## src/design/lts_pkg.sv

```systemverilog
`default_nettype none
package lts_pkg;
   // ****************************************
   // trigger sources
   // ****************************************
   localparam logic [2:0] SRC_IMMEDIATE = 3'h0;
   localparam logic [2:0] SRC_BUS = 3'h1;
   localparam logic [2:0] SRC_EXTERNAL = 3'h2;
   localparam logic [2:0] SRC_TIMER = 3'h3;
   localparam logic [2:0] SRC_ANALOG_INT = 3'h4;
   localparam logic [2:0] SRC_ANALOG_EXT = 3'h5;

   // ****************************************
   // register offsets
   // ****************************************
   localparam logic [3:0] REG_CTRL = 4'h0; // write: command pulses
   localparam logic [3:0] REG_CONT = 4'h1; // continuous initiate
   localparam logic [3:0] REG_SRC0 = 4'h2; // layer 0 source
   localparam logic [3:0] REG_SRC1 = 4'h3; // layer 1 source
   localparam logic [3:0] REG_CNT0 = 4'h4; // layer 0 count
   localparam logic [3:0] REG_CNT1 = 4'h5; // layer 1 count
   localparam logic [3:0] REG_LEVEL = 4'h6; // analog level
   localparam logic [3:0] REG_HYST = 4'h7; // analog hysteresis
   localparam logic [3:0] REG_SLOPE = 4'h8; // analog slope, bit 0 = falling
   localparam logic [3:0] REG_STATUS = 4'h9; // read: state and flags

   // ****************************************
   // control register bit positions
   // ****************************************
   localparam int CTRL_INIT_BIT = 0;
   localparam int CTRL_ABORT_BIT = 1;
   localparam int CTRL_RESET_BIT = 2;
   localparam int CTRL_OVR0_BIT = 3;
   localparam int CTRL_OVR1_BIT = 4;
   localparam int CTRL_BUSTRG_BIT = 5;
   localparam int CTRL_CLRERR_BIT = 6;

   // ****************************************
   // status register bit positions
   // ****************************************
   localparam int STAT_STATE_LSB = 0;
   localparam int STAT_PEND_BIT = 4;
   localparam int STAT_ERR_BIT = 5;
   localparam int STAT_BUSY_BIT = 6;

   // ****************************************
   // reset values and widths
   // ****************************************
   localparam int CNT_W = 16;
   localparam int ANA_W = 12;
   localparam logic [CNT_W-1:0] CNT_RESET = 16'h0001;
   localparam logic [ANA_W-1:0] LEVEL_RESET = 12'h800;
   localparam logic [ANA_W-1:0] HYST_RESET = 12'h010;
   localparam logic [15:0] TIMER_PERIOD = 16'h0fa0; // timer reload value, source period is one cycle more

   // ****************************************
   // sequencer states, gray along the path
   // ****************************************
   typedef enum logic [2:0] {
      ST_IDLE = 3'h0,
      ST_INIT = 3'h1,
      ST_EVT0 = 3'h3,
      ST_EVT1 = 3'h2,
      ST_SEQOP = 3'h6
   } lts_state_e;
endpackage : lts_pkg
`default_nettype wire

```

## src/design/lts_top.sv

```systemverilog
// Implementation choices: strobed register access and the placing of the registers.
`default_nettype none
module lts_top (
   // clock and reset
   input wire logic clk,
   input wire logic rst_n,
   // register port
   input wire logic [3:0] reg_addr,
   input wire logic [15:0] reg_wdata,
   input wire logic reg_wr,
   input wire logic reg_rd,
   output logic [15:0] reg_rdata,
   // trigger inputs
   input wire logic ext_trig,
   input wire logic bus_trig,
   input wire logic [lts_pkg::ANA_W-1:0] ana_int,
   input wire logic [lts_pkg::ANA_W-1:0] ana_ext,
   // output hardware handshake
   input wire logic action_done,
   output logic action_start,
   // status
   output logic op_pending,
   output logic cmd_error
);
   // ****************************************
   // declarations
   // ****************************************
   lts_pkg::lts_state_e state_q;
   lts_pkg::lts_state_e state_d;
   logic up_q;
   logic up_d;
   logic cont_q;
   logic [2:0] src0_q;
   logic [2:0] src1_q;
   logic [lts_pkg::CNT_W-1:0] cnt0_q;
   logic [lts_pkg::CNT_W-1:0] cnt1_q;
   logic [lts_pkg::CNT_W-1:0] done0_q;
   logic [lts_pkg::CNT_W-1:0] done1_q;
   logic [lts_pkg::CNT_W-1:0] done0_d;
   logic [lts_pkg::CNT_W-1:0] done1_d;
   logic [lts_pkg::ANA_W-1:0] level_q;
   logic [lts_pkg::ANA_W-1:0] hyst_q;
   logic slope_q;
   logic pend_q;
   logic err_q;
   logic start_q;
   logic [15:0] rdata_q;
   logic [15:0] timer_q;
   logic timer_evt;
   logic ext_sync;
   logic ext_prev_q;
   logic ext_rise;
   logic bus_sync;
   logic bus_prev_q;
   logic bus_evt;
   logic evt0;
   logic evt1;
   logic ovr0_q;
   logic ovr1_q;
   logic wr_ctrl;
   logic cmd_init;
   logic cmd_abort;
   logic cmd_reset;
   logic cmd_ovr0;
   logic cmd_ovr1;
   logic cmd_bus;
   logic cmd_clrerr;
   logic force_idle;
   logic bad_ovr;
   logic leave_idle;
   logic go0;
   logic go1;
   logic full0;
   logic full1;
   logic [15:0] status_word;
   logic [15:0] rd_mux;

   // count reached test, a zero count behaves as one
   function automatic logic count_full(input logic [lts_pkg::CNT_W-1:0] done,
                                       input logic [lts_pkg::CNT_W-1:0] limit);
      count_full = (done >= limit);
   endfunction

   // ****************************************
   // command decode
   // ****************************************
   assign wr_ctrl = reg_wr && (reg_addr == lts_pkg::REG_CTRL);
   assign cmd_init = wr_ctrl && reg_wdata[lts_pkg::CTRL_INIT_BIT];
   assign cmd_abort = wr_ctrl && reg_wdata[lts_pkg::CTRL_ABORT_BIT];
   assign cmd_reset = wr_ctrl && reg_wdata[lts_pkg::CTRL_RESET_BIT];
   assign cmd_ovr0 = wr_ctrl && reg_wdata[lts_pkg::CTRL_OVR0_BIT];
   assign cmd_ovr1 = wr_ctrl && reg_wdata[lts_pkg::CTRL_OVR1_BIT];
   assign cmd_bus = wr_ctrl && reg_wdata[lts_pkg::CTRL_BUSTRG_BIT];
   assign cmd_clrerr = wr_ctrl && reg_wdata[lts_pkg::CTRL_CLRERR_BIT];
   assign force_idle = cmd_abort || cmd_reset;
   assign bad_ovr = (cmd_ovr0 && (state_q != lts_pkg::ST_EVT0)) ||
                    (cmd_ovr1 && (state_q != lts_pkg::ST_EVT1));

   // ****************************************
   // event inputs
   // ****************************************
   lts_sync u_ext_sync (
      .clk(clk),
      .rst_n(rst_n),
      .async_in(ext_trig),
      .sync_out(ext_sync)
   );

   lts_sync u_bus_sync (
      .clk(clk),
      .rst_n(rst_n),
      .async_in(bus_trig),
      .sync_out(bus_sync)
   );

   assign ext_rise = ext_sync && !ext_prev_q;
   assign bus_evt = (bus_sync && !bus_prev_q) || cmd_bus;
   assign timer_evt = (timer_q == 16'h0000);

   // edge memory and free-running timer source
   always_ff @(posedge clk) begin
      if (!rst_n) begin
         ext_prev_q <= 1'b0;
         bus_prev_q <= 1'b0;
         timer_q <= lts_pkg::TIMER_PERIOD;
      end else begin
         ext_prev_q <= ext_sync;
         bus_prev_q <= bus_sync;
         timer_q <= timer_evt ? lts_pkg::TIMER_PERIOD : timer_q - 16'h0001;
      end
   end

   lts_qual u_qual0 (
      .clk(clk),
      .rst_n(rst_n),
      .src(src0_q),
      .level(level_q),
      .hyst(hyst_q),
      .slope_fall(slope_q),
      .bus_evt(bus_evt),
      .ext_rise(ext_rise),
      .timer_evt(timer_evt),
      .ana_int(ana_int),
      .ana_ext(ana_ext),
      .evt(evt0)
   );

   lts_qual u_qual1 (
      .clk(clk),
      .rst_n(rst_n),
      .src(src1_q),
      .level(level_q),
      .hyst(hyst_q),
      .slope_fall(slope_q),
      .bus_evt(bus_evt),
      .ext_rise(ext_rise),
      .timer_evt(timer_evt),
      .ana_int(ana_int),
      .ana_ext(ana_ext),
      .evt(evt1)
   );

   // ****************************************
   // sequencer decisions
   // ****************************************
   // initiate from idle
   assign leave_idle = cmd_init || cont_q;
   assign go0 = evt0 || ovr0_q;
   assign go1 = evt1 || ovr1_q;
   assign full0 = count_full(done0_q, cnt0_q);
   assign full1 = count_full(done1_q, cnt1_q);

   // next state, adjacent moves only, except abort or reset straight to idle
   always_comb begin
      state_d = state_q;
      up_d = up_q;
      done0_d = done0_q;
      done1_d = done1_q;
      case (state_q)
         lts_pkg::ST_IDLE: begin
            done0_d = '0;
            done1_d = '0;
            if (leave_idle) begin
               state_d = lts_pkg::ST_INIT;
               up_d = 1'b0;
            end
         end
         lts_pkg::ST_INIT: begin
            if (!up_q) begin
               state_d = lts_pkg::ST_EVT0;
            end else if (cont_q) begin
               state_d = lts_pkg::ST_EVT0;
               up_d = 1'b0;
               done0_d = '0;
            end else begin
               state_d = lts_pkg::ST_IDLE;
            end
         end
         lts_pkg::ST_EVT0: begin
            if (up_q && full0) begin
               state_d = lts_pkg::ST_INIT;
            end else if (go0) begin
               state_d = lts_pkg::ST_EVT1;
               up_d = 1'b0;
               done1_d = '0;
               done0_d = done0_q + 1'b1;
            end
         end
         lts_pkg::ST_EVT1: begin
            if (up_q && full1) begin
               state_d = lts_pkg::ST_EVT0;
            end else if (go1) begin
               state_d = lts_pkg::ST_SEQOP;
               up_d = 1'b0;
               done1_d = done1_q + 1'b1;
            end
         end
         lts_pkg::ST_SEQOP: begin
            if (action_done && !start_q) begin
               state_d = lts_pkg::ST_EVT1;
               up_d = 1'b1;
            end
         end
         default: begin
            state_d = lts_pkg::ST_IDLE;
            up_d = 1'b0;
         end
      endcase
      if (force_idle) begin
         state_d = lts_pkg::ST_IDLE;
         up_d = 1'b0;
      end
   end

   always_ff @(posedge clk) begin
      if (!rst_n) begin
         state_q <= lts_pkg::ST_IDLE;
         up_q <= 1'b0;
         done0_q <= '0;
         done1_q <= '0;
      end else begin
         state_q <= state_d;
         up_q <= up_d;
         done0_q <= done0_d;
         done1_q <= done1_d;
      end
   end

   // pending flag, action start, override latches and error
   always_ff @(posedge clk) begin
      if (!rst_n) begin
         pend_q <= 1'b0;
         start_q <= 1'b0;
         ovr0_q <= 1'b0;
         ovr1_q <= 1'b0;
         err_q <= 1'b0;
      end else begin
         pend_q <= (state_d != lts_pkg::ST_IDLE);
         start_q <= (state_d == lts_pkg::ST_SEQOP) && (state_q != lts_pkg::ST_SEQOP);
         ovr0_q <= cmd_ovr0 && (state_q == lts_pkg::ST_EVT0) && !force_idle;
         ovr1_q <= cmd_ovr1 && (state_q == lts_pkg::ST_EVT1) && !force_idle;
         // error sticky, set wins over clear
         err_q <= bad_ovr || (err_q && !cmd_clrerr);
      end
   end

   // ****************************************
   // settings registers
   // ****************************************
   always_ff @(posedge clk) begin
      if (!rst_n) begin
         cont_q <= 1'b0;
         src0_q <= lts_pkg::SRC_IMMEDIATE;
         src1_q <= lts_pkg::SRC_IMMEDIATE;
         cnt0_q <= lts_pkg::CNT_RESET;
         cnt1_q <= lts_pkg::CNT_RESET;
         level_q <= lts_pkg::LEVEL_RESET;
         hyst_q <= lts_pkg::HYST_RESET;
         slope_q <= 1'b0;
      end else if (cmd_reset) begin
         cont_q <= 1'b0;
         src0_q <= lts_pkg::SRC_IMMEDIATE;
         src1_q <= lts_pkg::SRC_IMMEDIATE;
         cnt0_q <= lts_pkg::CNT_RESET;
         cnt1_q <= lts_pkg::CNT_RESET;
         level_q <= lts_pkg::LEVEL_RESET;
         hyst_q <= lts_pkg::HYST_RESET;
         slope_q <= 1'b0;
      end else if (reg_wr) begin
         case (reg_addr)
            lts_pkg::REG_CONT: cont_q <= reg_wdata[0];
            lts_pkg::REG_SRC0: src0_q <= reg_wdata[2:0];
            lts_pkg::REG_SRC1: src1_q <= reg_wdata[2:0];
            lts_pkg::REG_CNT0: cnt0_q <= reg_wdata;
            lts_pkg::REG_CNT1: cnt1_q <= reg_wdata;
            lts_pkg::REG_LEVEL: level_q <= reg_wdata[lts_pkg::ANA_W-1:0];
            lts_pkg::REG_HYST: hyst_q <= reg_wdata[lts_pkg::ANA_W-1:0];
            lts_pkg::REG_SLOPE: slope_q <= reg_wdata[0];
            default: begin
            end
         endcase
      end
   end

   // ****************************************
   // read path
   // ****************************************
   assign status_word = {9'h000, start_q || (state_q == lts_pkg::ST_SEQOP), err_q, pend_q, 1'b0, state_q};
   assign rd_mux = (reg_addr == lts_pkg::REG_CONT) ? {15'h0000, cont_q} :
                   (reg_addr == lts_pkg::REG_SRC0) ? {13'h0000, src0_q} :
                   (reg_addr == lts_pkg::REG_SRC1) ? {13'h0000, src1_q} :
                   (reg_addr == lts_pkg::REG_CNT0) ? cnt0_q :
                   (reg_addr == lts_pkg::REG_CNT1) ? cnt1_q :
                   (reg_addr == lts_pkg::REG_LEVEL) ? {4'h0, level_q} :
                   (reg_addr == lts_pkg::REG_HYST) ? {4'h0, hyst_q} :
                   (reg_addr == lts_pkg::REG_SLOPE) ? {15'h0000, slope_q} :
                   (reg_addr == lts_pkg::REG_STATUS) ? status_word : 16'h0000;

   // read data stands for the cycle after the strobe only
   always_ff @(posedge clk) begin
      if (!rst_n) begin
         rdata_q <= 16'h0000;
      end else begin
         rdata_q <= reg_rd ? rd_mux : 16'h0000;
      end
   end

   assign reg_rdata = rdata_q;
   assign action_start = start_q;
   assign op_pending = pend_q;
   assign cmd_error = err_q;
endmodule // lts_top
`default_nettype wire

```

## src/design/lts_sync.sv

```systemverilog
`default_nettype none
module lts_sync (
   // clock and reset
   input wire logic clk,
   input wire logic rst_n,
   // asynchronous input and filtered result
   input wire logic async_in,
   output logic sync_out
);
   logic s1_q;
   logic s2_q;
   logic s3_q;
   logic out_q;

   // three stages, accept a level once stages two and three agree
   always_ff @(posedge clk) begin
      if (!rst_n) begin
         s1_q <= 1'b0;
         s2_q <= 1'b0;
         s3_q <= 1'b0;
         out_q <= 1'b0;
      end else begin
         s1_q <= async_in;
         s2_q <= s1_q;
         s3_q <= s2_q;
         if (s2_q == s3_q) begin
            out_q <= s3_q;
         end
      end
   end

   assign sync_out = out_q;
endmodule // lts_sync
`default_nettype wire

```

## src/design/lts_qual.sv

```systemverilog
`default_nettype none
module lts_qual (
   // clock and reset
   input wire logic clk,
   input wire logic rst_n,
   // source selection and analog settings
   input wire logic [2:0] src,
   input wire logic [lts_pkg::ANA_W-1:0] level,
   input wire logic [lts_pkg::ANA_W-1:0] hyst,
   input wire logic slope_fall,
   // raw event inputs
   input wire logic bus_evt,
   input wire logic ext_rise,
   input wire logic timer_evt,
   input wire logic [lts_pkg::ANA_W-1:0] ana_int,
   input wire logic [lts_pkg::ANA_W-1:0] ana_ext,
   // qualified event
   output logic evt
);
   logic armed_q;
   logic armed_d;
   logic [lts_pkg::ANA_W-1:0] sample;
   logic [lts_pkg::ANA_W:0] hi_thr;
   logic [lts_pkg::ANA_W:0] lo_thr;
   logic above;
   logic below;
   logic is_analog;
   logic ana_evt;

   // analog sample and hysteresis thresholds
   assign sample = (src == lts_pkg::SRC_ANALOG_EXT) ? ana_ext : ana_int;
   assign hi_thr = {1'b0, level} + {1'b0, hyst};
   assign lo_thr = ({1'b0, level} > {1'b0, hyst}) ? ({1'b0, level} - {1'b0, hyst}) : '0;
   assign above = {1'b0, sample} >= hi_thr;
   assign below = {1'b0, sample} <= lo_thr;
   assign is_analog = (src == lts_pkg::SRC_ANALOG_INT) || (src == lts_pkg::SRC_ANALOG_EXT);

   assign ana_evt = armed_q && (slope_fall ? below : above);
   assign armed_d = slope_fall ? (armed_q ? !below : above) : (armed_q ? !above : below);

   assign evt = (src == lts_pkg::SRC_IMMEDIATE) ? 1'b1 :
                (src == lts_pkg::SRC_BUS) ? bus_evt :
                (src == lts_pkg::SRC_EXTERNAL) ? ext_rise :
                (src == lts_pkg::SRC_TIMER) ? timer_evt :
                is_analog ? ana_evt : 1'b0;

   // rearm once the signal crosses back past the far threshold
   always_ff @(posedge clk) begin
      if (!rst_n) begin
         armed_q <= 1'b0;
      end else begin
         armed_q <= is_analog ? armed_d : 1'b0;
      end
   end
endmodule // lts_qual
`default_nettype wire

```

## config.mk

```make
export PLATFORM = sky130hd
export DESIGN_NAME = lts_top
export DESIGN_NICKNAME = d
export VERILOG_FILES = /design/src/design/lts_pkg.sv /design/src/design/lts_top.sv /design/src/design/lts_sync.sv /design/src/design/lts_qual.sv
export SDC_FILE = /design/constraint.sdc
export NUM_CORES = 1
export LEC_CHECK = 0
export BUFFER_PORTS_ARGS = -buffer_cell sky130_fd_sc_hd__buf_2
export CAP_MARGIN = 20
export CELL_PAD_IN_SITES_DETAIL_PLACEMENT = 0
export CELL_PAD_IN_SITES_GLOBAL_PLACEMENT = 1
export CORE_ASPECT_RATIO = 1.2
export CORE_MARGIN = 5
export CORE_UTILIZATION = 40
export DETAILED_ROUTE_END_ITERATION = 12
export GPL_TIMING_DRIVEN = 1
export PLACE_DENSITY_LB_ADDON = 0.1
export SLEW_MARGIN = 40
export SYNTH_ARGS = -nofsm -noshare
export SYNTH_HDL_FRONTEND = slang
export SYNTH_HIERARCHICAL = 1
export SYNTH_SLANG_ARGS = --single-unit
```

## constraint.sdc

```tcl
create_clock -name clk -period 11.3 [get_ports clk]
set_clock_uncertainty 0.05 [all_clocks]
set_input_delay 0 -clock clk [delete_from_list [all_inputs] [get_ports clk]]
set_output_delay 0 -clock clk [all_outputs]
set_load 0.02 [all_outputs]
```

; ---- Word-level counts from Yosys, hierarchy flattened
; Cells that the tools add are included.
; Widths: inputs -> output; s select.
[totals]
word_cells = 212
in_bits = 51
regBits = 149
output_inout_bits = 19
[op_classes]
n_reduce_logical = 69
order_cmp = 7
bitwise = 2
n_mux = 59
eq_ne = 37
add_sub_neg = 5
[ops]
columns = op, n
row1 = $mux 16, 10
row2 = $pmux 16 s3, 2
row3 = $mux 12, 4
row4 = $add 16x1->16 const B, 2
row5 = $ge 16x16->1, 2
row6 = $mux 1, 27
row7 = $mux 3, 9
row8 = $ge 12x13->1, 2
row9 = $le 12x13->1, 2
row10 = $logic_and 1x1->1, 23
row11 = $reduce_and 2->1, 11
row12 = $eq 3x2->1 const B, 6
row13 = $eq 3x3->1 const B, 6
row14 = $eq 4x3->1 const B, 4
row15 = $logic_not 16->1, 1
row16 = $ne 2x2->1 const B, 8
row17 = $sub 16x1->16 const B, 1
row18 = $pmux 3 s5, 1
row19 = $mux 7, 2
row20 = $add 12x12->13, 1
row21 = $mux 13, 1
row22 = $sub 12x12->13, 1
row23 = $gt 12x12->1, 1
row24 = $logic_or 1x1->1, 10
row25 = 19 further kinds, 42

; ---- Depth between registers and ports, before layout
; Gate-level depths: netlist (run 1).
[depth]
depth_word = 17
mapped_depth = 26
depth_no_buf = 24

; ---- By module
; Netlist (run 1), hierarchy kept.
[modules_own_cells]
columns = mod, cells_each, area_per_inst_um2, n_inst, seq_area_each_um2
row1 = lts_top, 846, 6926.6, 1, 2782.7
row2 = lts_qual (u_qual0), 275, 2064.5, 1, 20.0
row3 = lts_qual (u_qual1), 270, 2042.0, 1, 20.0
row4 = lts_sync, 10, 116.4, 2, 80.1

; ---- Worst setup path before layout (run 1)
; OpenSTA, ideal clock, no wires.
[synth_timing]
kind = register to register
start = register hyst_q[0] (netlist bit)
end = register done1_q[13] (netlist bit)
setup_ns = 0.066
required_ns = 11.184
arrival_time_ns = 4.876
slack_ns = 6.308
path_stages_with_launch = 25
period_less_slack_ns = 4.992
n_path_buf = 1
cell_sequence = dfxtp_1 -> ha_1 -> inv_1 -> fa_1 -> a211oi_2 -> o21ai_2 -> a211oi_1 -> o21bai_1 -> a21oi_1 -> xnor2_1 -> nand2_1 -> ha_1 -> a21o_1 -> a21o_1 -> o32a_1 -> o211ai_1 -> o22a_2 -> a31o_1 -> nor2_1 -> a21oi_1 -> o21ai_0 -> or3_4 -> buf_6 -> or4_4 -> a21oi_2
[synth_between]
elab_chain_len = 13
elab_cells_between_ends = 27
classes_between = add/sub (2) / order compare (5) / eq/ne (2) / mux (13) / reduce/logical (5)
[synth_lines]
columns = element, line_no
row1 = start: declaration, lts_top.sv:42  ; logic [lts_pkg::ANA_W-1:0] hyst_q;
row2 = start signal: assignment, lts_top.sv:278  ; hyst_q <= lts_pkg::HYST_RESET;
row3 = start signal: assignment, lts_top.sv:287  ; hyst_q <= lts_pkg::HYST_RESET;
row4 = start signal: assignment, lts_top.sv:297  ; lts_pkg::REG_HYST: hyst_q <= reg_wdata[lts_pkg::ANA_W-1:0];
row5 = $sub 12x12->13 / $gt 12x12->1 (equally long branches), lts_qual.sv:33  ; assign lo_thr = ({1'b0, level} > {1'b0, hyst}) ? ({1'b0, level} - {1'b0, hyst}) : '0;
row6 = $mux 13, lts_qual.sv:33
row7 = $le 12x13->1, lts_qual.sv:35  ; assign below = {1'b0, sample} <= lo_thr;
row8 = $mux 1 *, lts_qual.sv:38  ; assign ana_evt = armed_q && (slope_fall ? below : above);
row9 = $logic_and 1x1->1 *, lts_qual.sv:38
row10 = $mux 1 *, lts_qual.sv:45  ; is_analog ? ana_evt : 1'b0;
row11 = $mux 1 *, lts_qual.sv:44  ; (src == lts_pkg::SRC_TIMER) ? timer_evt :
row12 = $mux 1 *, lts_qual.sv:43  ; (src == lts_pkg::SRC_EXTERNAL) ? ext_rise :
row13 = $mux 1 *, lts_qual.sv:42  ; (src == lts_pkg::SRC_BUS) ? bus_evt :
row14 = $mux 1 *, lts_qual.sv:41  ; assign evt = (src == lts_pkg::SRC_IMMEDIATE) ? 1'b1 :
row15 = named net evt1, lts_top.sv:57  ; logic evt1;
row16 = $logic_or 1x1->1 *, lts_top.sv:169  ; assign go1 = evt1 || ovr1_q;
row17 = $ne 2x2->1 (no source line) *, --
row18 = $reduce_and 5->1 (no source line) *, --
row19 = end signal: assignment, lts_top.sv:245  ; done1_q <= done1_d;
row20 = end: declaration, lts_top.sv:38  ; logic [lts_pkg::CNT_W-1:0] done1_q;
; The timed path passes the listed nets; every way through them passes the cells marked *.
; A chain may end at the register's enable or synchronous reset.

; ---- Worst setup path in the final report (run 1)
[layout_timing]
start = register hyst_q[2] (netlist bit)
end = register done1_q[13] (netlist bit)
[layout_between]
elab_chain_len = 13
elab_cells_between_ends = 27
classes_between = add/sub (2) / order compare (5) / eq/ne (2) / mux (13) / reduce/logical (5)
[layout_lines]
columns = element, line_no
row1 = $sub 12x12->13 / $gt 12x12->1 (equally long branches), lts_qual.sv:33
row2 = $mux 13, lts_qual.sv:33
row3 = $le 12x13->1, lts_qual.sv:35
row4 = $mux 1 *, lts_qual.sv:38
row5 = $logic_and 1x1->1 *, lts_qual.sv:38
row6 = $mux 1 *, lts_qual.sv:45
row7 = $mux 1 *, lts_qual.sv:44
row8 = $mux 1 *, lts_qual.sv:43
row9 = $mux 1 *, lts_qual.sv:42
row10 = $mux 1 *, lts_qual.sv:41
row11 = named net evt0, lts_top.sv:56  ; logic evt0;
row12 = $logic_or 1x1->1 *, lts_top.sv:168  ; assign go0 = evt0 || ovr0_q;
row13 = $ne 2x2->1 (no source line) *, --
row14 = $reduce_and 5->1 (no source line) *, --
; Marked as above.

==> summary.md, run 1 <==
| Metric | Value |
|---|---|
| Status | completed |
| First-pass DRT Iterations | 5 |
| Clock sink total | 149 |
| Antenna fix cells | 0 |
| DP Area | 11,890 µm² |
| RSZ-0062 raised after global routing | false |
| Seq cells post-synth | 149 |
| TritonCTS Buffers | 17 |
| Worst setup SP type | flop |
| Worst min path class | primary input to flop |
| Layout cells sized above 1 | 12.79% |
| Area contributors post-synth | dfxtp_1 (26%), ha_1 (15%), nand2_1 (6.8%), a21oi_1 (5.9%), xnor2_1 (3.7%) |
| Antenna violations before repair | 0 |
| TritonCTS clock tree | built |
| Final setup viols | 0 |
| Worst EP required | 11,620 ps |
| Number of global-route vias before repair | 9,751 |
| Slowest cell on the critical path | or3_4 |
| Initial core utilization | 40.48% |
| First DRT Iteration DRCs | 541 |
| Port buffer count | 69 |
| Placer Congestion | 0.9169 |
| Sequential area share after synthesis | 26.48% |
| Mapped Nets | 1,597 |
| Pwr dens | 108.5 nW/µm² |
| Least-Margin Pin Slew | 811.9 ps |
| CP peak stage delay | 570 ps |
| CP bufs+invs | 1 |
| Synth top area share | 26.48% |
| Yosys cell types | 91 |
| Most instantiated library cell after synthesis | nand2_1 |
| Final ANT Viol Nets | 0 |
| First-pass GRT wire length | 56,280 µm |
| Fin Hold WS | 21.28 ps |
| Period utilisation layout | 55.88% |
| Pin count of the biggest net entering global routing | 49 |
| Slew Limit Fails | 0 |
| CP startpoint | hyst_q[2]$_SDFFE_PP0P_ |
| Cell chosen for the clock root | clkbuf_16 |
| Worst setup EP type | flop |
| Design Area, Final | 12,720 µm² |
| Crit Path Class | flop to flop |
| Mapped Cells | 1,411 |
| Final nets | 1,659 |
| Via-to-Cell Ratio | 5.416 |
| Crit path top cell by count | nor2_1 |
| Fmax | 158.4 MHz |
| CP Data Arrival Time | 6630 ps |
| Ys async rst share | 0% |
| Primary FF master, synth | dfxtp_1 |
| Rel. slew slack | 45.72% |
| GRT overflow | 0 |
| Setup TNS Final | 0 ps |
| Max Cap Viol | 0 |
| Hold wc startpoint | reg_addr[2] |
| Final hold vios | 0 |
| Die ar. | 31,630 µm² |
| Global Route Usage Sum | 22.61% |
| Dpl ws | 5094 ps |
| Mapped cell area | 11,270 µm² |
| Total leakage power | 0.005125 µW |
| Clock buffer depth | 2 |
| Post-synth EDFFs | 0 |
| Post-DR wirelength/cell | 19.17 µm |
| Routed WL | 35,740 µm |
| Vias post-DR | 10,096 |
| Core area | 27,830 µm² |
| Max VDD drop | 98.08 µV |
| Minimum clock period | 6315 ps |
| Die width | 163.2 µm |
| DRC violations left | 0 |
| Die height | 193.8 µm |
| Largest area contributor in the netlist | dfxtp_1 |
| Clock latency on the worst-skew pair | 430 ps |
| Final WS setup | 4985 ps |
| CP max FO | 23 |
| Top post-synthesis cells by count | nand2_1 (203), dfxtp_1 (149), a21oi_1 (132) |
| Avg Cell Area, Syn | 7.984 µm² |
| Row count | 67 |
| Num ports | 70 |
| Worst path top cell family by delay | compound AO/OA/AOI/OAI gates |
| DP Wirelength | 28,010 µm |
| Reg-to-reg startpoint | hyst_q[2]$_SDFFE_PP0P_ |
| CTS HTree Levels | 4 |
| Reg clk slew, reported paths | 70 ps |
| Synth warn | 6 |
| Layout area overhead | 12.88% |
| Worst path cell trace | inv_1 -> ha_1 -> o21a_1 -> o31a_1 -> o221ai_1 -> and2_1 -> o21a_1 -> nor2_1 -> nand2_1 -> ha_1 -> a21o_1 -> a21o_1 -> a21oi_1 -> o2111ai_1 -> o311ai_4 -> nor2_1 -> o32ai_1 -> nor2_1 -> nor2_1 -> o21ai_0 -> or3_4 -> or4_4 -> a21oi_2 |
[cell families after synthesis]
family,share of synthesized area [%]
AND/OR/NAND/NOR,23.19
AO/OA/AOI/OAI,19.15
buffers and inverters,6.064
flip-flops,26.48
adder cells (fa/ha/maj),15.26
multiplexers,5.742
XOR/XNOR,4.120
[layout by cell type (no fill, tap or decap), types with 6 or more instances in the layout]
cell type      count
nand2_1          202
nor4_1            10
o21ai_0           47
a31oi_1            7
buf_2             68
o21a_1             9
o31ai_1           11
and3_1            19
ha_1             131
buf_4             10
and2_1            11
nand4_1           18
nor2_1           101
mux2_2            25
mux4_2             6
nor3_1            29
o211ai_1           6
clkbuf_16         17
a21o_1            17
nand2b_1          15
or3_1              9
nor2b_1           17
a211oi_1          13
o21ai_1            7
a21oi_1          132
inv_1            104
dfxtp_1          149
nand3_1           45
mux2i_1           23
or2_2              6
xnor2_1           48
dlygate4sd3_1     21
nand3b_1           8
or4_1              7
o22ai_1            6
[final cells by class]
class / instances / area [µm²]
clock inverter: 12 / 153.9
multi-input combinational: 1100 / 7630
timing repair buffer: 99 / 625.6
clock buffer: 19 / 452.9
inverter: 106 / 397.9
fill: 2864 / 15110
sequential: 149 / 2983
tap: 379 / 474.2
[tightest hold or removal path: cells and delay by family]
kind	cells	cell delay [ps]
mux	1	70
simple gates	3	260
buf+inv	1	130
[layer usage]
metal  global-route usage [%]  routed length, µm  share of wire (%)
met3                    2.594               1279                3.6
met1                    28.54              15660                 44
met4                    7.303                922                2.6
met5                        0                  0                  0
met2                    39.94              17880                 50
[worst paths after layout]
kind | to | slack (ps) | cells past startpoint
max | done1_q[13]$_SDFFE_PN0P_ | 4990 | 23
min | slope_q$_SDFFE_PP0P_ | 20 | 5
max reg2reg | done1_q[13]$_SDFFE_PN0P_ | 4990 | 23
min reg2reg | u_ext_sync/s2_q$_SDFF_PN0_ | 380 | 1
[per-stage QoR]
stage	power, µW	instances	utilization, %
after floorplan	718.8	1411	-
after detailed placement	787.7	1812	42.73
after global routing	1448	1864	45.69
after global placement	787.1	1812	42.72
final	1380	1864	45.69
after CTS	1397	1864	45.67
[state kept, by name, summed over array words and instances, names as in the netlist, 3 cells and up]
name and cells:
done1_q 16, timer_q 16, src1_q 3, hyst_q 12, cnt0_q 16, reg_rdata 16, done0_q 16, cnt1_q 16
state_q 3, level_q 12, src0_q 3
[where the power goes]
part | switching, µW | total [µW] | internal (µW)
Clock | 240 | 598 | 358
Sequential | 17.7 | 556 | 538
Combinational | 134 | 226 | 92.2
Total | 392 | 1380 | 988
[what timing repair did]
| action | CTS | global route |
|---|---|---|
| setup endpoints to repair | 0 | 0 |
| buffers inserted | 0 | 0 |
| resized for setup | 0 | 0 |
| hold buffers | 21 | 0 |
| hold endpoints to repair | 73 | 0 |
Power figures use the tool's default switching activity.
==> run 2: changes to the inputs <==
clock period = 5.1 ns   (was 11.3 ns; I/O delays follow)
==> run 2 against run 1 <==
Effect of this change:
- the run now ends with setup timing left
- routed wire length grew 4.9%
- critical path depth grew 2
- first-iteration DRC count fell by 4.3%
- design area is 12% higher
- power up 140%
- combinational power increased to 2.6 times the previous value
- via count is 5.9% higher
- sequential cell count is the same
- maximum frequency up 24%
- count of clock-buffer cells in the layout fell by 1
- largest cell class unchanged
==> summary.md, run 2 (synthesis gave the netlist of run 1 again) <==
| Metric | Value |
|---|---|
| Met3 Usage GRT | 3.126% (+0.53 points) |
| CP Data Arrival Time | 5430 ps (-1200 ps) |
| Final hold vios | 0 (unchanged) |
| Setup TNS Final | -7.964 ps (-7.964 ps) |
| Final Non-Filler Cells | 1,998 (+7.2%) |
| Antenna fix cells | 0 (unchanged) |
| Worst setup EP type | flop |
| Number of global-route vias before repair | 10,510 (+7.8%) |
| Pwr dens | 228.5 nW/µm² (+110%) |
| Final ANT Viol Nets | 0 (unchanged) |
| Period utilisation layout | 100.2% (+44 points) |
| Slew Limit Fails | 0 (unchanged) |
| Clock latency on the worst-skew pair | 430 ps (about the same) |
| Post-DR wirelength/cell | 18.76 µm (-2.2%) |
| RSZ-0062 raised after global routing | true |
| Rel. slew slack | 43.87% (-1.9 points) |
| Worst setup SP type | flop |
| Placer Congestion | 0.8723 (-4.9%) |
| Via-to-Cell Ratio | 5.349 (-1.2%) |
| Final WS setup | -7.964 ps (-4993 ps) |
| Pin count of the biggest net entering global routing | 34 (-31%) |
| TritonCTS Buffers | 17 (unchanged) |
| Routed WL | 37,480 µm (+4.9%) |
| Minimum clock period | 5108 ps (-1207 ps) |
| Grt met2 use | 42.14% (+2.2 points) |
| Total leakage power | 0.005848 µW (+14%) |
| Filler cell count | 2,774 (-3.1%) |
| TritonCTS clock tree | built |
| Clock buffer depth | 2 (unchanged) |
| CTS HTree Levels | 4 (unchanged) |
| Vias post-DR | 10,688 (+5.9%) |
| Max VDD drop | 200.2 µV (+100%) |
| Die height | 193.8 µm (unchanged) |
| Initial core utilization | 40.48% (unchanged) |
| Least-Margin Pin Slew | 842.0 ps (+30.05 ps) |
| Die ar. | 31,630 µm² (unchanged) |
| Layout cells sized above 1 | 23.84% (+11 points) |
| Most common cell after layout, fill and taps aside | nand2_1 |
| Failing checks | setup timing |
| Row count | 67 (unchanged) |
| Core area | 27,830 µm² (unchanged) |
| Final nets | 1,792 (+8.0%) |
| Reg clk slew, reported paths | 60 ps (about the same) |
| CP max FO | 8 (-65%) |
| Final setup viols | 1 (+1) |
| Crit Path Class | flop to flop |
| Placed cells | 1,938 (+7.0%) |
| Port buffer count | 69 (unchanged) |
| DP Wirelength | 29,800 µm (+6.4%) |
| Max Cap Viol | 0 (unchanged) |
| Die width | 163.2 µm (unchanged) |
| GR met1 Demand/Resource | 28.39% (-0.15 points) |
| Worst EP required | 5420 ps (-6200 ps) |
| Clock sink total | 149 (unchanged) |
| Num ports | 70 (unchanged) |
| Worst min path class | primary input to flop |
| Status | complete, but fails checks |
| Antenna violations before repair | 1 (+1) |
| Fmax | 195.8 MHz (+24%) |
| Busiest grt layer | met2 |
| Layout area overhead | 26.02% |
| GRT overflow | 0 (unchanged) |
| Dpl ws | -361.2 ps (-5455 ps) |
| First-pass DRT Iterations | 5 (unchanged) |
| Cell chosen for the clock root | clkbuf_16 |
| Overall Power | 3244 µW (+140%) |
| First DRT Iteration DRCs | 518 (-4.3%) |
| Commonest non-fill, non-tap cells in the layout | nand2_1 (202), dfxtp_1 (145), buf_4 (136) |
| First-pass GRT wire length | 58,090 µm (+3.2%) |
| Global Route Usage Sum | 23.35% (+0.74 points) |
| DRC violations left | 0 (unchanged) |
-- run 2: changes by cell type in the layout (fill, tap and decap cells not counted), sizes merged --
| cell | previous run | this run |
|---|---|---|
| clkbuf | 19 | 18 |
| clkinvlp | 3 | 2 |
| or3 | 10 | 11 |
| bufinv | 3 | 5 |
| buf | 78 | 210 |
| inv | 106 | 108 |
| clkinv | 6 | 5 |
-- run 2: area by class of cell --
| type | count | area [µm²] | area share (%) |
|---|---|---|---|
| timing repair buffer | 231 | 1642 | 11.56 |
| tap | 379 | 474.2 | 3.340 |
| clock inverter | 14 | 225.2 | 1.586 |
| multi-input combinational | 1101 | 8036 | 56.61 |
| inverter | 106 | 400.4 | 2.820 |
| sequential | 149 | 2990 | 21.06 |
| clock buffer | 18 | 429.2 | 3.023 |
-- run 2: final timing paths --
| kind | startpoint | endpoint | slack (ps) | cells after the start |
|---|---|---|---|---|
| worst max-delay path | level_q[0]$_SDFFE_PP0P_ | done1_q[8]$_SDFFE_PN0P_ | -8 | 25 |
| worst min-delay path | reg_addr[2] | slope_q$_SDFFE_PP0P_ | 50 | 5 |
| worst max register to register | level_q[0]$_SDFFE_PP0P_ | done1_q[8]$_SDFFE_PN0P_ | -8 | 25 |
| worst min register to register | u_ext_sync/s1_q$_SDFF_PN0_ | u_ext_sync/s2_q$_SDFF_PN0_ | 380 | 1 |
-- run 2: stage by stage --
step                utilization [%]  cell area (µm²)  hold slack (ps)
finish                        51.01            14200            46.94
CTS                           49.64            13810            14.14
detailed placement            46.24            12870            161.1
floorplan                         -            11270            71.71
global route                  51.01            14200            101.2
global placement              46.17            12850            162.0
-- run 2: per-layer routing --
layer  part of all wire [%]  up-vias  wire length, µm
li1                       -     5380                -
met1                     43     5050            16100
met2                     51      216            19090
met3                    3.3       42             1221
met4                    2.8        0             1066
met5                      0        -                0
-- run 2: where the power goes --
group / leakage, µW / internal, µW / total (µW) / switching, µW
Clock: 0.000313 / 877 / 1430 / 552
Sequential: 0.00121 / 1190 / 1230 / 38.3
Combinational: 0.00433 / 258 / 585 / 328
Total: 0.00585 / 2330 / 3240 / 918
-- run 2: worst max-delay path, cell delays in order (launching register included) --
cell	delay [ps]
dfxtp_2	340
buf_6	130
inv_4	50
ha_4	120
inv_2	40
fa_2	410
a211oi_4	250
o21ai_2	110
a211oi_2	250
o21bai_1	110
a21oi_1	190
xnor2_1	140
nand2_1	110
ha_4	250
a21o_1	150
a21o_1	170
o32a_1	170
o211ai_1	100
o22a_2	190
a31o_1	220
nor2_2	70
a21oi_2	170
o21ai_2	100
or3_4	470
or4_4	560
a21oi_2	130
-- run 2: repair_timing --
item | 4_1_cts | 5_1_grt
gates resized for setup | 16 | 68
pin swaps | 7 | 62
hold buffers | 21 | 0
setup endpoints to repair | 25 | 31
hold endpoints to repair | 73 | 0
buffers inserted | 1 | 5
cloned | 1 | 0
==> run 3: changes to the inputs <==
SYNTH_HIERARCHICAL = default   (was 1)
==> run 3 against run 2 <==
Effect of this change:
- the run now ends clean
- synthesized cell count fell by 10%
- design area fell by 17%
- cell count fell by 16%
- register-to-register slack improved by 360 ps
- sequential share of layout area rose by 4.3 points
==> summary.md, run 3 <==
| Metric | Value |
|---|---|
| Status | completed |
| Setup TNS Final | 0 ps (+7.964 ps) |
| Filler cell count | 2,590 (-6.6%) |
| CP Data Arrival Time | 5070 ps (-360 ps) |
| Area of the multi-input gates | 6730 µm² (-16%) |
| DP Area | 10,890 µm² (-15%) |
| Least-Margin Pin Slew | 800.1 ps (-41.84 ps) |
| Global Route Usage Sum | 22.32% (-1.0 points) |
| Final hold vios | 0 (unchanged) |
| Clock buffer depth | 2 (unchanged) |
| Clock sink total | 149 (unchanged) |
| Commonest non-fill, non-tap cells in the layout | nand2_1 (187), dfxtp_1 (149), a21oi_1 (127) |
| Setup repair bufs after CTS | 0 (-1) |
| R2r worst-path depth | 20 (-20%) |
| Routed wl met2 | 15,970 µm (-16%) |
| TritonCTS clock tree | built |
| Layout cells sized above 1 | 14.63% (-9.2 points) |
| Seq cells post-synth | 149 (unchanged) |
| Initial core utilization | 40.28% (-0.20 points) |
| Internal reg-to-reg setup slack | 350 ps (+360 ps) |
| Final nets | 1,500 (-16%) |
| Fmax | 210.4 MHz (+7.5%) |
| Total leakage power | 0.004667 µW (-20%) |
| Row count | 64 (-4.5%) |
| DR top layer | met4 |
| Register area | 2983 µm² (-0.25%) |
| GRT overflow | 0 (unchanged) |
| Worst min path class | primary input to flop |
| Period utilisation layout | 93.17% (-7.0 points) |
| Mapped Nets | 1,429 (-11%) |
| Post-synth EDFFs | 0 (unchanged) |
| DRC violations left | 0 (unchanged) |
| Vias post-DR | 9,321 (-13%) |
| Cell chosen for the clock root | clkbuf_16 |
| Mapped cell area | 10,220 µm² (-9.2%) |
| Number of global-route vias before repair | 9,096 (-13%) |
| Worst setup SP type | flop |
| Max Cap Viol | 0 (unchanged) |
| Mapped Cells | 1,269 (-10%) |
| Placer Congestion | 0.9352 (+7.2%) |
| CP startpoint | level_q[0]$_SDFFE_PP0P_ |
| Most common cell after layout, fill and taps aside | nand2_1 |
| First-pass GRT wire length | 50,550 µm (-13%) |
| DR WL met3 | 948 µm (-22%) |
| Via-to-Cell Ratio | 5.538 (+3.5%) |
| Rel. slew slack | 46.51% (+2.6 points) |
| Clock latency on the worst-skew pair | 440 ps (about the same) |
| Final ANT Viol Nets | 0 (unchanged) |
| Max VDD drop | 235.7 µV (+18%) |
| Avg Cell Area, Syn | 8.057 µm² (+0.92%) |
| Primary FF master, synth | dfxtp_1 |
| Top post-synthesis cells by count | nand2_1 (188), dfxtp_1 (149), a21oi_1 (128) |
| Port buffer count | 69 (unchanged) |
| Antenna fix cells | 0 (unchanged) |
| Ys async rst share | 0% (unchanged) |
| Synth top area share | 29.17% (+2.7 points) |
| RSZ-0062 raised after global routing | false |
| Post-DR wirelength/cell | 19.04 µm (+1.5%) |
| Pin count of the biggest net entering global routing | 38 (+12%) |
| TritonCTS Buffers | 17 (unchanged) |
| Synth warn | 0 (-6) |
| Crit path capture | done1_q[9]$_SDFFE_PN0P_ |
| Crit Path Class | flop to flop |
| Worst setup EP type | flop |
| Sequential area share after synthesis | 29.17% (+2.7 points) |
| Die ar. | 28,870 µm² (-8.7%) |
| Layout area overhead | 15.05% |
| Die height | 185.1 µm (-4.5%) |
| First-pass DRT Iterations | 5 (unchanged) |
| Most instantiated library cell after synthesis | nand2_1 |
| Worst EP required | 5420 ps (about the same) |
| CTS HTree Levels | 4 (unchanged) |
| Final setup viols | 0 (-1) |
| DP Wirelength | 24,990 µm (-16%) |
| Antenna violations before repair | 0 (-1) |
| Area contributors post-synth | dfxtp_1 (29%), ha_1 (13%), nand2_1 (6.9%), a21oi_1 (6.3%), inv_1 (2.8%) |
| Reg clk slew, reported paths | 70 ps (about the same) |
| Reg-to-reg startpoint | level_q[0]$_SDFFE_PP0P_ |
| WL met1 | 14,200 µm (-12%) |
| Worst R2R End | done1_q[9]$_SDFFE_PN0P_ |
| First DRT Iteration DRCs | 413 (-20%) |
| Largest area contributor in the netlist | dfxtp_1 |
| Die width | 156.0 µm (-4.4%) |
| Fin Hold WS | 51.87 ps (+4.925 ps) |
| Minimum clock period | 4752 ps (-356.2 ps) |
| CP max FO | 18 (+10) |
| Num ports | 70 (unchanged) |
| Design Area, Final | 11,760 µm² (-17%) |
| Core area | 25,380 µm² (-8.8%) |
| Slew Limit Fails | 0 (unchanged) |
| Routed WL | 32,040 µm (-15%) |
| Yosys cell types | 80 (-12%) |
| Pwr dens | 256.0 nW/µm² (+12%) |
==> run 3: worst min path at each step <==
stage                                 endpoint  slack [ps]  depth (start not counted)     startpoint
finish                 done1_q[4]$_SDFFE_PN0P_          50                          3          rst_n
global route           done1_q[4]$_SDFFE_PN0P_          80                          3          rst_n
floorplan             level_q[11]$_SDFFE_PP1P_          70                          2  reg_wdata[11]
global placement    u_bus_sync.s1_q$_SDFF_PN0_         160                          2       bus_trig
CTS                    done1_q[4]$_SDFFE_PN0P_          40                          3          rst_n
detailed placement  u_ext_sync.s1_q$_SDFF_PN0_         160                          2       ext_trig
==> run 3: timing repair <==
action / 4_1_cts / 5_1_grt
resized for setup: 0 / 6
hold buffers: 25 / 0
hold endpoints to repair: 72 / 0
endpoints found under the setup margin: 0 / 21
==> run 3: worst max-delay path, stage by stage, from the launching register on <==
cell       delay [ps]
dfxtp_1           390
inv_1              60
ha_1              230
fa_1              380
nand2b_1          200
a21oi_2           150
nand2_1           110
o21a_1            220
o21ai_0           190
a21oi_1           110
xnor2_1           140
nand2_1            90
ha_1              290
a21o_1            160
a21o_1            240
a2111oi_2         350
a311oi_1          150
o211a_1           210
o21a_4            310
or4_4             530
a21oi_2           140
==> run 3: cell families after synthesis <==
logic type	after synthesis	share of synthesized area, %
fa+ha+maj	109	13.49
flops	149	29.17
simple gates	481	23.41
xor+xnor	25	2.141
buf+inv	139	5.690
compound gates	314	19.86
mux	52	6.241
==> run 3: stage by stage <==
step / total power, µW / cells / util [%] / setup WS, ps
global placement: 1699 / 1624 / 42.70 / 112.2
finish: 3012 / 1683 / 46.34 / 348.2
detailed placement: 1710 / 1626 / 42.90 / 62.13
CTS: 3043 / 1683 / 46.26 / 50.96
global route: 3152 / 1683 / 46.34 / 17.94
floorplan: 1551 / 1269 / - / 847.6
==> run 3: cell type report <==
class / count / share of cell area [%]
timing repair buffer: 113 / 6.307
inverter: 78 / 2.489
tap: 330 / 3.510
clock buffer: 18 / 3.733
sequential: 149 / 25.36
multi-input combinational: 981 / 57.21
clock inverter: 14 / 1.393
==> run 3: where the power goes <==
part / leakage (µW) / internal, µW / switching (µW)
Combinational: 0.00317 / 181 / 282
Sequential: 0.00120 / 1190 / 41.6
Clock: 0.000287 / 749 / 564
Total: 0.00467 / 2120 / 889
==> run 3: per-layer routing <==
metal | GRT usage [%] | vias up
met3 | 3.272 | 46
met1 | 27.74 | 4402
li1 | - | 4711
met2 | 39.09 | 162
met5 | 0 | -
met4 | 8.301 | 0
